**config.mk**
```make
export PLATFORM = sky130hd
export DESIGN_NAME = shs_core_flat
export DESIGN_NICKNAME = d
export VERILOG_FILES = /design/src/logic/shs_pkg.sv /design/src/logic/shs_if.sv /design/src/logic/shs_core.sv /design/src/flat_wrapper.sv
export VERILOG_INCLUDE_DIRS = /design/src /design/src/logic
export SDC_FILE = /design/constraint.sdc
export NUM_CORES = 2
export LEC_CHECK = 0
export BUFFER_PORTS_ARGS = -buffer_cell sky130_fd_sc_hd__clkbuf_2
export CAP_MARGIN = 20
export CORE_ASPECT_RATIO = 0.7
export CORE_UTILIZATION = 50
export CTS_BUF_LIST = sky130_fd_sc_hd__clkbuf_2 sky130_fd_sc_hd__clkbuf_4 sky130_fd_sc_hd__clkbuf_8
export DETAILED_ROUTE_END_ITERATION = 12
export PLACE_DENSITY_LB_ADDON = 0.05
export SYNTH_ARGS = -nofsm -noshare
export SYNTH_HDL_FRONTEND = slang
export SYNTH_SLANG_ARGS = --single-unit
```
**constraint.sdc**
```tcl
create_clock -name clock -period 14.4 [get_ports clock]
set_input_delay 2.88 -clock clock [delete_from_list [all_inputs] [get_ports clock]]
set_output_delay 2.88 -clock clock [all_outputs]
set_load 0.02 [all_outputs]
```
**src/logic/shs_consts.svh**
```systemverilog
// shs_consts.svh: constants of the streaming hash engine
// assumes inclusion by the package and both link ends
`ifndef SHS_CONSTS_SVH
`define SHS_CONSTS_SVH

// ---------------------------------------------------------------
// link widths and counts
// ---------------------------------------------------------------
`define SHS_WORD_W      32
`define SHS_SIZE_W      2
`define SHS_HASH_W      256
`define SHS_BLK_WORDS   16
`define SHS_ROUNDS      64
`define SHS_COMP_CYC    66
`define SHS_IDX_LEN_HI  4'hE
`define SHS_IDX_LAST    4'hF
`define SHS_PAD_WORD    32'h8000_0000

// ---------------------------------------------------------------
// initial chaining values, fixed at build time
// ---------------------------------------------------------------
`define SHS_IV0 32'h6a09e667
`define SHS_IV1 32'hbb67ae85
`define SHS_IV2 32'h3c6ef372
`define SHS_IV3 32'ha54ff53a
`define SHS_IV4 32'h510e527f
`define SHS_IV5 32'h9b05688c
`define SHS_IV6 32'h1f83d9ab
`define SHS_IV7 32'h5be0cd19

`endif

```
**src/logic/shs_pkg.sv**
```systemverilog
// shs_pkg.sv: types, round constants and round functions
// assumes shs_consts.svh on the include path
`include "shs_consts.svh"

package shs_pkg;

  typedef logic [`SHS_WORD_W-1:0] shs_word_t;
  typedef enum logic [1:0] {ST_FILL, ST_COMP, ST_DONE} shs_state_t;
  typedef enum logic [1:0] {PH_MSG, PH_P80, PH_ZERO} shs_phase_t;

  // ---------------------------------------------------------------
  // round constants
  // ---------------------------------------------------------------
  localparam shs_word_t SHS_K [0:63] = '{
    32'h428a2f98, 32'h71374491, 32'hb5c0fbcf, 32'he9b5dba5, 32'h3956c25b, 32'h59f111f1,
    32'h923f82a4, 32'hab1c5ed5, 32'hd807aa98, 32'h12835b01, 32'h243185be, 32'h550c7dc3,
    32'h72be5d74, 32'h80deb1fe, 32'h9bdc06a7, 32'hc19bf174, 32'he49b69c1, 32'hefbe4786,
    32'h0fc19dc6, 32'h240ca1cc, 32'h2de92c6f, 32'h4a7484aa, 32'h5cb0a9dc, 32'h76f988da,
    32'h983e5152, 32'ha831c66d, 32'hb00327c8, 32'hbf597fc7, 32'hc6e00bf3, 32'hd5a79147,
    32'h06ca6351, 32'h14292967, 32'h27b70a85, 32'h2e1b2138, 32'h4d2c6dfc, 32'h53380d13,
    32'h650a7354, 32'h766a0abb, 32'h81c2c92e, 32'h92722c85, 32'ha2bfe8a1, 32'ha81a664b,
    32'hc24b8b70, 32'hc76c51a3, 32'hd192e819, 32'hd6990624, 32'hf40e3585, 32'h106aa070,
    32'h19a4c116, 32'h1e376c08, 32'h2748774c, 32'h34b0bcb5, 32'h391c0cb3, 32'h4ed8aa4a,
    32'h5b9cca4f, 32'h682e6ff3, 32'h748f82ee, 32'h78a5636f, 32'h84c87814, 32'h8cc70208,
    32'h90befffa, 32'ha4506ceb, 32'hbef9a3f7, 32'hc67178f2};

  localparam shs_word_t SHS_IV [0:7] = '{`SHS_IV0, `SHS_IV1, `SHS_IV2, `SHS_IV3,
                                         `SHS_IV4, `SHS_IV5, `SHS_IV6, `SHS_IV7};

  // ---------------------------------------------------------------
  // round functions
  // ---------------------------------------------------------------
  function automatic shs_word_t rotr(shs_word_t x, int n);
    rotr = (x >> n) | (x << (32 - n));
  endfunction : rotr

  function automatic shs_word_t big_s0(shs_word_t x);
    big_s0 = rotr(x, 2) ^ rotr(x, 13) ^ rotr(x, 22);
  endfunction : big_s0

  function automatic shs_word_t big_s1(shs_word_t x);
    big_s1 = rotr(x, 6) ^ rotr(x, 11) ^ rotr(x, 25);
  endfunction : big_s1

  function automatic shs_word_t sml_s0(shs_word_t x);
    sml_s0 = rotr(x, 7) ^ rotr(x, 18) ^ (x >> 3);
  endfunction : sml_s0

  function automatic shs_word_t sml_s1(shs_word_t x);
    sml_s1 = rotr(x, 17) ^ rotr(x, 19) ^ (x >> 10);
  endfunction : sml_s1

endpackage : shs_pkg

```
**src/logic/shs_if.sv**
```systemverilog
// shs_if.sv: message and digest link between feeder and engine
// assumes both ends share the clock of the testbench
`timescale 1ns/1ps
`include "shs_consts.svh"

interface shs_if;
  logic [`SHS_WORD_W-1:0] msg_in;     // message word
  logic                   msg_valid;  // word qualifier
  logic                   msg_ready;  // engine can take word
  logic                   msg_last;   // final word marker
  logic [`SHS_SIZE_W-1:0] msg_size;   // valid bytes, 0 = four
  logic [`SHS_HASH_W-1:0] hash_out;   // digest
  logic                   hash_valid; // digest qualifier
  logic                   hash_ack;   // digest taken

  modport dev (input msg_in, msg_valid, msg_last, msg_size, hash_ack,
               output msg_ready, hash_out, hash_valid);
  modport usr (output msg_in, msg_valid, msg_last, msg_size, hash_ack,
               input msg_ready, hash_out, hash_valid);
endinterface : shs_if

```
**src/logic/shs_core.sv**
```systemverilog
// shs_core.sv: streaming hash engine, padding and compression
// assumes a feeder on the usr modport of shs_if, one clock domain
`timescale 1ns/1ps
`include "shs_consts.svh"

module shs_core
  import shs_pkg::*;
(
  input  wire logic clock,   // system clock
  input  wire logic arst_n,  // async reset, active low
  input  wire logic enable,  // advance when high
  input  wire logic clr,     // sync clear
  shs_if.dev        lnk      // message and digest link
);

  // ---------------------------------------------------------------
  // state
  // ---------------------------------------------------------------
  shs_state_t             state_q, state_d;
  shs_phase_t             phase_q, phase_d;
  logic [3:0]             idx_q, idx_d;
  logic [6:0]             cnt_q, cnt_d;
  logic [63:0]            len_q, len_d;
  logic                   hi_q, hi_d;
  logic                   final_q, final_d;
  shs_word_t              w_q [0:15];
  shs_word_t              w_d [0:15];
  shs_word_t              hv_q [0:7];
  shs_word_t              hv_d [0:7];
  shs_word_t              v_q [0:7];
  shs_word_t              v_d [0:7];
  logic [`SHS_HASH_W-1:0] hash_q, hash_d;
  logic                   hvld_q, hvld_d;

  // ---------------------------------------------------------------
  // combinational helpers
  // ---------------------------------------------------------------
  logic      word_en;
  shs_word_t word;
  shs_word_t t1;
  shs_word_t t2;
  shs_word_t wnew;
  logic      take;

  // ready decodes state and phase, gated by enable and clr, so a word is taken that cycle
  assign lnk.msg_ready  = enable & ~clr & (state_q == ST_FILL)
                        & (phase_q == PH_MSG);
  assign take           = lnk.msg_ready & lnk.msg_valid;
  assign lnk.hash_out   = hash_q;
  assign lnk.hash_valid = hvld_q;

  // round datapath on the working variables
  always_comb begin
    t1   = v_q[7] + big_s1(v_q[4]) + ((v_q[4] & v_q[5]) ^ (~v_q[4] & v_q[6]))
         + SHS_K[6'(cnt_q - 7'd1)] + w_q[0];
    t2   = big_s0(v_q[0])
         + ((v_q[0] & v_q[1]) ^ (v_q[0] & v_q[2]) ^ (v_q[1] & v_q[2]));
    wnew = sml_s1(w_q[14]) + w_q[9] + sml_s0(w_q[1]) + w_q[0];
  end

  // next-state: gathering, padding, compression, digest hold
  always_comb begin
    state_d = state_q;
    phase_d = phase_q;
    idx_d   = idx_q;
    cnt_d   = cnt_q;
    len_d   = len_q;
    hi_d    = hi_q;
    final_d = final_q;
    w_d     = w_q;
    hv_d    = hv_q;
    v_d     = v_q;
    hash_d  = hash_q;
    hvld_d  = hvld_q;
    word_en = 1'b0;
    word    = '0;
    if (clr) begin
      state_d = ST_FILL;
      phase_d = PH_MSG;
      idx_d   = '0;
      cnt_d   = '0;
      len_d   = '0;
      hi_d    = 1'b0;
      final_d = 1'b0;
      hv_d    = SHS_IV;
      hvld_d  = 1'b0;
    end else if (enable) begin
      case (state_q)
        ST_FILL: begin
          case (phase_q)
            PH_MSG: begin
              if (take) begin
                word_en = 1'b1;
                if (lnk.msg_last) begin
                  // keep the valid leading bytes, mark the first free one
                  case (lnk.msg_size)
                    2'h1: word = {lnk.msg_in[31:24], 8'h80, 16'h0000};
                    2'h2: word = {lnk.msg_in[31:16], 8'h80, 8'h00};
                    2'h3: word = {lnk.msg_in[31:8], 8'h80};
                    default: word = lnk.msg_in;
                  endcase
                  len_d   = len_q + ((lnk.msg_size == 2'h0) ? 64'h20
                                    : {59'h0, lnk.msg_size, 3'h0});
                  phase_d = (lnk.msg_size == 2'h0) ? PH_P80 : PH_ZERO;
                end else begin
                  word  = lnk.msg_in;
                  len_d = len_q + 64'h20;
                end
              end
            end
            PH_P80: begin
              word_en = 1'b1;
              word    = `SHS_PAD_WORD;
              phase_d = PH_ZERO;
            end
            default: begin
              // zero fill, then the bit length in the last two words
              word_en = 1'b1;
              if (idx_q == `SHS_IDX_LEN_HI) begin
                word = len_q[63:32];
                hi_d = 1'b1;
              end else if (idx_q == `SHS_IDX_LAST && hi_q) begin
                word    = len_q[31:0];
                final_d = 1'b1;
              end
            end
          endcase
          if (word_en) begin
            w_d[idx_q] = word;
            idx_d      = idx_q + 4'h1;
            if (idx_q == `SHS_IDX_LAST) begin
              state_d = ST_COMP;
              cnt_d   = '0;
            end
          end
        end
        ST_COMP: begin
          cnt_d = cnt_q + 7'd1;
          if (cnt_q == 7'd0) begin
            v_d = hv_q;
          end else if (cnt_q <= 7'(`SHS_ROUNDS)) begin
            v_d[0] = t1 + t2;
            v_d[4] = v_q[3] + t1;
            for (int i = 1; i < 8; i++) begin
              if (i != 4) v_d[i] = v_q[i-1];
            end
            for (int i = 0; i < 15; i++) begin
              w_d[i] = w_q[i+1];
            end
            w_d[15] = wnew;
          end else begin
            for (int i = 0; i < 8; i++) begin
              hv_d[i] = hv_q[i] + v_q[i];
            end
            if (final_q) begin
              for (int i = 0; i < 8; i++) begin
                hash_d[255-32*i -: 32] = hv_q[i] + v_q[i];
              end
              hvld_d  = 1'b1;
              state_d = ST_DONE;
            end else begin
              state_d = ST_FILL;
            end
          end
        end
        ST_DONE: begin
          if (lnk.hash_ack) begin
            hvld_d  = 1'b0;
            state_d = ST_FILL;
            phase_d = PH_MSG;
            len_d   = '0;
            hi_d    = 1'b0;
            final_d = 1'b0;
            hv_d    = SHS_IV;
          end
        end
        default: state_d = ST_FILL;
      endcase
    end
  end

  // registers; async reset forces idle
  always_ff @(posedge clock or negedge arst_n) begin
    if (!arst_n) begin
      state_q <= ST_FILL;
      phase_q <= PH_MSG;
      idx_q   <= '0;
      cnt_q   <= '0;
      len_q   <= '0;
      hi_q    <= 1'b0;
      final_q <= 1'b0;
      hv_q    <= SHS_IV;
      hash_q  <= '0;
      hvld_q  <= 1'b0;
      for (int i = 0; i < 16; i++) begin
        w_q[i] <= '0;
      end
      for (int i = 0; i < 8; i++) begin
        v_q[i] <= '0;
      end
    end else begin
      state_q <= state_d;
      phase_q <= phase_d;
      idx_q   <= idx_d;
      cnt_q   <= cnt_d;
      len_q   <= len_d;
      hi_q    <= hi_d;
      final_q <= final_d;
      hv_q    <= hv_d;
      hash_q  <= hash_d;
      hvld_q  <= hvld_d;
      w_q     <= w_d;
      v_q     <= v_d;
    end
  end

endmodule : shs_core

```
**src/flat_wrapper.sv**
```systemverilog
// flat-port wrapper written by rule: the top's interface ports become plain ports
module shs_core_flat import shs_pkg::*;
  (clock, arst_n, enable, clr, lnk_msg_in, lnk_msg_valid, lnk_msg_last, lnk_msg_size, lnk_hash_ack, lnk_msg_ready, lnk_hash_out, lnk_hash_valid);
  shs_if lnk_i ();
  input  wire logic clock;
  input  wire logic arst_n;
  input  wire logic enable;
  input  wire logic clr;
  input wire logic [$bits(lnk_i.msg_in)-1:0] lnk_msg_in;
  input wire logic [$bits(lnk_i.msg_valid)-1:0] lnk_msg_valid;
  input wire logic [$bits(lnk_i.msg_last)-1:0] lnk_msg_last;
  input wire logic [$bits(lnk_i.msg_size)-1:0] lnk_msg_size;
  input wire logic [$bits(lnk_i.hash_ack)-1:0] lnk_hash_ack;
  output wire logic [$bits(lnk_i.msg_ready)-1:0] lnk_msg_ready;
  output wire logic [$bits(lnk_i.hash_out)-1:0] lnk_hash_out;
  output wire logic [$bits(lnk_i.hash_valid)-1:0] lnk_hash_valid;
  assign lnk_i.msg_in = lnk_msg_in;
  assign lnk_i.msg_valid = lnk_msg_valid;
  assign lnk_i.msg_last = lnk_msg_last;
  assign lnk_i.msg_size = lnk_msg_size;
  assign lnk_i.hash_ack = lnk_hash_ack;
  assign lnk_msg_ready = lnk_i.msg_ready;
  assign lnk_hash_out = lnk_i.hash_out;
  assign lnk_hash_valid = lnk_i.hash_valid;
  shs_core u_core (.clock(clock), .arst_n(arst_n), .enable(enable), .clr(clr), .lnk(lnk_i));
endmodule
```
# --- After elaboration in Yosys (flattened, before gate mapping) ---
# Memory sizes are Yosys's and may differ from the RTL's.
# Index checks and enable logic that the tools add are counted.
totals:
  register_bits: 1362
  rom_bits: 2048
  in_bits: 41
  out_inout_bits: 258
  memories: 1
op_classes:
  n_addsub: 23
  magnitude_cmp: 4
  eq_ne: 26
  n_mux: 82
  bitwise_logic: 36
  n_reduce_logical: 27
memory_table:
  columns: ["memory", "words", "word_bits", "rd", "rd_clocked_by_memory_dff", "write_ports", "line_no", "source"]
  rows:
  - ["(no name shown)", 64, 32, 1, 0, 0, "shs_core.sv:55", "+ SHS_K[6'(cnt_q - 7'd1)] + w_q[0];"]
op_table:
  columns: ["cell", "count"]
  rows:
  - ["256-bit 2-to-1 mux", 7]
  - ["512-bit 2-to-1 mux", 3]
  - ["512-bit one-hot mux with 2 select lines", 1]
  - ["32-bit adder", 18]
  - ["512-bit bitwise mux", 1]
  - ["256-bit one-hot mux with 2 select lines", 1]
  - ["64-bit 2-to-1 mux", 6]
  - ["32-bit 2-to-1 mux", 9]
  - ["32-bit XOR", 9]
  - ["32-bit AND", 5]
  - ["32-bit demux with 4-bit select", 1]
  - ["64-bit one-hot mux with 2 select lines", 1]
  - ["24-bit one-hot mux with 3 select lines", 1]
  - ["64-bit by 6-bit adder with 64-bit output, second input constant", 1]
  - ["64-bit adder", 1]
  - ["32-bit one-hot mux with 2 select lines", 1]
  - ["6-bit AND reduction", 6]
  - ["32-bit inverter", 1]
  - ["10-bit by 32-bit bitwise OR with 32-bit output", 1]
  - ["13-bit by 32-bit bitwise OR with 32-bit output", 1]
  - ["14-bit by 32-bit bitwise OR with 32-bit output", 1]
  - ["15-bit by 32-bit bitwise OR with 32-bit output", 1]
  - ["19-bit by 32-bit bitwise OR with 32-bit output", 1]
  - ["21-bit by 32-bit bitwise OR with 32-bit output", 1]
  - ["other kinds (45)", 119]

# --- Logic depth before layout (Yosys ltp) ---
logic_depth:
  ltp_word: 14
  depth_mapped: 48

# --- Least setup slack after synthesis ---
# No wires, ideal clock.
synth_path:
  path_type: "reg-to-reg"
  start: "reg u_core.cnt_q[0]"
  end: "reg u_core.v_q[253] in the netlist's numbering"
  t_arrival_ns: 9.749
  t_required_ns: 14.274
  slack_ns: 4.525
  stages_incl_launch_ff: 45
  cell_sequence: "dfrtp_1 > clkbuf_1 > inv_1 > clkbuf_1 > ha_1 > clkbuf_1 > inv_1 > ha_1 > clkbuf_1 > clkinv_1 > clkbuf_1 > clkbuf_1 > ha_1 > nand2_1 > a21oi_1 > a21oi_1 > o32ai_1 > a31o_2 > [9 not listed] > a21oi_1 > a21oi_1 > o21ba_2 > o21ai_0 > a21o_1 > a21oi_1 > xnor2_1 > fa_1 > ha_1 > nand4_1 > or4_1 > o21ai_1 > o221ai_1 > o21ai_1 > a31oi_1 > nand2b_1 > a211oi_1 > o21ai_1"
synth_via:
  elab_chain_cells: 10
  word_cells_on_any_way: 14
  cone_classes: "add/sub (4); order compare (1); mux (4); bitwise (1); reduce/logical (3); memory (1)"
synth_rtl:
  columns: ["item", "line_no", "source"]
  rows:
  - ["start, declared", "shs_core.sv:22", "logic [6:0] cnt_q, cnt_d;"]
  - ["start signal, assigned", "shs_core.sv:205", "cnt_q <= cnt_d;"]
  - ["6-bit by 1-bit subtractor with 6-bit output", "shs_core.sv:55", null]
  - ["6-bit inverter with 7-bit output (implied by the code)", "shs_core.sv:55", null]
  - ["memory 64 x 32 bit", null, null]
  - ["32-bit 2-to-1 mux (implied by the code) (2 in a row)", "shs_core.sv:55", null]
  - ["32-bit adder (2 in a row)", "shs_core.sv:55", null]
  - ["32-bit adder", "shs_core.sv:142", "v_d[0] = t1 + t2;"]
  - ["256-bit 2-to-1 mux", "shs_core.sv:141", "end else if (cnt_q <= 7'(`SHS_ROUNDS)) begin"]
  - ["256-bit 2-to-1 mux", "shs_core.sv:139", "if (cnt_q == 7'd0) begin"]
  - ["end signal, assigned", "shs_core.sv:213", "v_q <= v_d;"]
  - ["end, declared", "shs_core.sv:30", "shs_word_t v_q [0:7];"]
# Several ways; a longest one is shown, not always the timed one. The select of a mux whose other input is x is not followed.
# A chain may end at the register's enable or synchronous reset.

# --- Final worst setup path ---
layout_path:
  start: "reg u_core.cnt_q[1]"
  end: "reg u_core.v_q[253] in the netlist's numbering"
# Same word-level chain as after synthesis.

==> results.txt <==
----------------------------------------------------
[Routing]
  DRC violations left ... 0
  Number of vias per cell ... 6.24
  Routed vias ... 75.3k
  Iter 0 DRT Violations ... 9520
  Total wire length after detailed routing ... 324000 um
  Residual antenna-violating net count after detailed routing ... 0
  Number of optimization iterations in the first detailed-route pass ... 6
  Routed WL per cell ... 26.9 um

[Worst setup path]
  Startpoint-to-endpoint class of the critical path ... reg -> reg
  Arrival time of the worst setup path ... 12.67 ns
  Critical path capture point type ... flip-flop
  Crit path largest cell delay ... 0.91 ns
  Critical-path top delay cell ... sky130_fd_sc_hd__o311ai_0
  Cell depth of the worst flop-to-flop path ... 36
  Largest fanout on the critical path ... 64
  Data required, critical path ... 15.27 ns
  Crit path launch type ... flip-flop

[Power and ir drop]
  Pwr dens ... 251 nW/um^2
  Fraction of power spent switching nets ... 50.2%
  Switching Power ... 11.7 mW
  Largest vdd supply drop ... 0.368 mV
  Leak ... 42.4 nW
  Cell Int Power ... 11.6 mW
  Clock group share of total power ... 16.2%
  Share of power burned in combinational logic ... 63.4%
  Part of the power in registers ... 20.4%

[STA]
  Period utilization ... 82.0%
  Maximum operating frequency ... 0.0847 GHz
  Worst max-slew margin expressed relative to the limit ... -0.0163%
  Clock skew ... 0.124 ns
  Post-Route Setup TNS ... 0 ns
  Fin Hold WS ... 0.475 ns
  Count of endpoints failing hold in the final timing report ... 0
  Post-route minimum period ... 11.81 ns
  RSZ-0062 raised after global routing ... no
  Fin. max-slew vios ... 2
  Worst-margin pin slew ... 1.50 ns
  Final setup viols ... 0

[Logic synthesis]
  Number of flops mapped to enable cells by yosys ... 0
  Number of storage elements in the synthesis netlist ... 1359
  Count leader, synth ... sky130_fd_sc_hd__dfrtp_1
  Leading cell types by total area after synthesis ... sky130_fd_sc_hd__dfrtp_1 (36%), sky130_fd_sc_hd__a21oi_1 (6.0%), sky130_fd_sc_hd__ha_1 (5.8%)
  Gate count after technology mapping ... 9690
  Sequential cell area fraction in the yosys report ... 40.3%
  Synthesized area ... 84800 um^2
  Leading post-synthesis cells by instance count ... sky130_fd_sc_hd__dfrtp_1 (1223), sky130_fd_sc_hd__nand2_1 (1172), sky130_fd_sc_hd__nor2_1 (1142)
  Library cells used by synthesis ... 108
  Cell accounting for the most synthesized area ... sky130_fd_sc_hd__dfrtp_1
  Top_reg_cell synth ... sky130_fd_sc_hd__dfrtp_1
  Synthesized area per cell ... 8.75 um^2
  Async set-or-reset flop fraction in the synthesized netlist ... 100%
  Area share of the largest cell type after synthesis ... 36.1%
  Yosys synthesis warning count ... 0
  Net Count, Synth ... 10.3k

[Final layout]
  Final-stage net count ... 10.3k
  Post-synthesis to final-layout area growth ... 9.63%
  Share of final-layout standard cells stronger than drive strength 1 ... 11.1%

[CTS]
  Number of clock buffers inserted by TritonCTS ... 214
  Gates resized, CTS repair ... 0
  Number of clock sinks ... 1359
  Clock slew at the register clock pins of the worst setup and hold paths ... 0.07 ns
  Cts hold-fix bufs ... 0
  Post-CTS Setup Bufs ... 0
  Maximum number of buffers from clock root to sink ... 3
  CTS tree ... yes
  Root Driver ... sky130_fd_sc_hd__clkbuf_8
  Clock latency reported for the late side of the worst-skew pair ... 1.04 ns
  Depth of the CTS H-tree ... 4

[Global routing]
  Global route overflow ... 0
  Global-route usage over all layers ... 37.5%
  Global-route wire length before repair ... 480000 um
  Antenna violations before repair ... 11
  Number of global-route vias before repair ... 70.0k
  Largest net degree at the start of global routing ... 219

[Status]
  Run status ... complete, but fails checks
  Violated checks ... slew limit

[Placement]
  Placer congestion estimate ... 1.01
  Port bufs ... 298
  Sum of net half-perimeters after detailed placement ... 234000 um

[Floorplan]
  Num rows ... 126
  Effective utilization at floorplan ... 50.3%
  DIE HEIGHT ... 347 um
  Area of the die ... 171000 um^2
  Floorplan core area ... 169000 um^2
  DIE WIDTH ... 494 um
  I/O pin count ... 299

[Run]
  Maximum capacitance violations ... 0

[Hold path]
  Cell depth of the worst hold path ... 2
  Min-delay worst type ... reg -> reg

----------------------------------------------------
[flip-flops by register name, summed over array words and instances, names as in the netlist, 2 cells and up]
register and flops:
u_core.idx_q 4, u_core.v_q 256, u_core.w_q 512, u_core.cnt_q 7, u_core.lnk.hash_out 256, u_core.len_q 61
u_core.state_q 2, u_core.hv_q 256, u_core.phase_q 2
[through the flow]
| stage | util [%] | instance area, um^2 | power [mW] | std cells | setup slack (ns) |
|---|---|---|---|---|---|
| floorplan | - | 84800 | 14.4 | 9690 | 4.52 |
| global placement | 52.2 | 88000 | 18.9 | 11672 | 3.10 |
| detailed placement | 52.2 | 88000 | 19.0 | 11673 | 2.99 |
| CTS | 55.1 | 92900 | 22.9 | 12068 | 2.94 |
| global route | 55.2 | 93000 | 24.8 | 12072 | 2.14 |
| finish | 55.2 | 93000 | 23.3 | 12074 | 2.59 |
[layout by cell type (no fill, tap or decap), types with 50 or more instances in the layout]
master / n
sky130_fd_sc_hd__dfrtp_1: 1223
sky130_fd_sc_hd__nand2_1: 1171
sky130_fd_sc_hd__nor2_1: 1122
sky130_fd_sc_hd__a21oi_1: 1007
sky130_fd_sc_hd__o21ai_0: 642
sky130_fd_sc_hd__a22oi_1: 533
sky130_fd_sc_hd__xnor2_1: 406
sky130_fd_sc_hd__ha_1: 394
sky130_fd_sc_hd__inv_1: 308
sky130_fd_sc_hd__clkbuf_2: 297
sky130_fd_sc_hd__clkbuf_8: 265
sky130_fd_sc_hd__a31oi_1: 257
sky130_fd_sc_hd__xor2_1: 248
sky130_fd_sc_hd__a21o_1: 203
sky130_fd_sc_hd__fa_1: 196
sky130_fd_sc_hd__dfstp_2: 136
sky130_fd_sc_hd__buf_4: 122
sky130_fd_sc_hd__o21ai_1: 92
sky130_fd_sc_hd__nand3_1: 90
sky130_fd_sc_hd__clkbuf_4: 87
sky130_fd_sc_hd__nor3_1: 82
sky130_fd_sc_hd__nand2b_1: 61
sky130_fd_sc_hd__o21a_1: 51
sky130_fd_sc_hd__a211oi_1: 50
[routing by layer]
metal,global-route usage [%],wire [um],vias up
li1,-,-,33861
met1,58.9,151000,37461
met2,50.7,130000,3513
met3,8.70,34100,472
met4,10.0,9200,4
met5,0,26,-
[critical path: cells and delay by family, from the launching register on]
kind | cells | cell delay [ns]
adder cells (fa/ha/maj) | 8 | 3.55
flip-flops | 1 | 0.32
XOR/XNOR | 1 | 0.56
AO/OA/AOI/OAI | 16 | 3.85
buffers and inverters | 6 | 2.31
AND/OR/NAND/NOR | 5 | 1.06
[power groups by stage]
stage / registers [mW] / logic [mW] / clock network, mW
5_1_grt: 4.76 / 16.0 / 4.00
3_5_place_dp: 4.78 / 14.2 / 0
4_1_cts: 4.72 / 14.3 / 3.84
3_3_place_gp: 4.78 / 14.2 / 0
2_1_floorplan: 4.39 / 10.0 / 0
6_report: 4.75 / 14.8 / 3.78
[worst paths after layout]
check,end,slack [ns],from
worst max-delay path,u_core.v_q[253]$_DFFE_PN0P_,2.59,u_core.cnt_q[1]$_DFFE_PN0P_
worst min-delay path,u_core.lnk.hash_out[217]$_DFFE_PN0P_,0.47,u_core.lnk.hash_out[217]$_DFFE_PN0P_
worst max register to register,u_core.v_q[253]$_DFFE_PN0P_,2.59,u_core.cnt_q[1]$_DFFE_PN0P_
worst min register to register,u_core.lnk.hash_out[217]$_DFFE_PN0P_,0.47,u_core.lnk.hash_out[217]$_DFFE_PN0P_
max in group asynchronous,u_core.lnk.hash_out[135]$_DFFE_PN0P_,10.00,arst_n
min in group asynchronous,u_core.len_q[30]$_DFFE_PN0P_,1.89,arst_n
[final cells by class]
class / instances / area, um^2
Inverter: 313 / 1170
Antenna cell: 4 / 10.0
Sequential cell: 1359 / 34200
Clock buffer: 352 / 4300
Fill cell: 15574 / 75500
Timing Repair Buffer: 433 / 2690
Tap cell: 2240 / 2800
Multi-Input combinational cell: 7330 / 47200
Clock inverter: 43 / 634
[cell families (layout without fill, tap and decap cells)]
family / Yosys count / after routing / synth area share [%]
xor+xnor: 660 / 660 / 6.82
mux: 53 / 53 / 0.665
fa+ha+maj: 616 / 616 / 10.8
buf+inv: 1001 / 1141 / 4.47
flops: 1359 / 1359 / 40.3
compound gates: 3180 / 3180 / 23.2
simple gates: 2821 / 2821 / 13.8
other cells: 0 / 4 / 0
(Power assumes the default switching activity.)
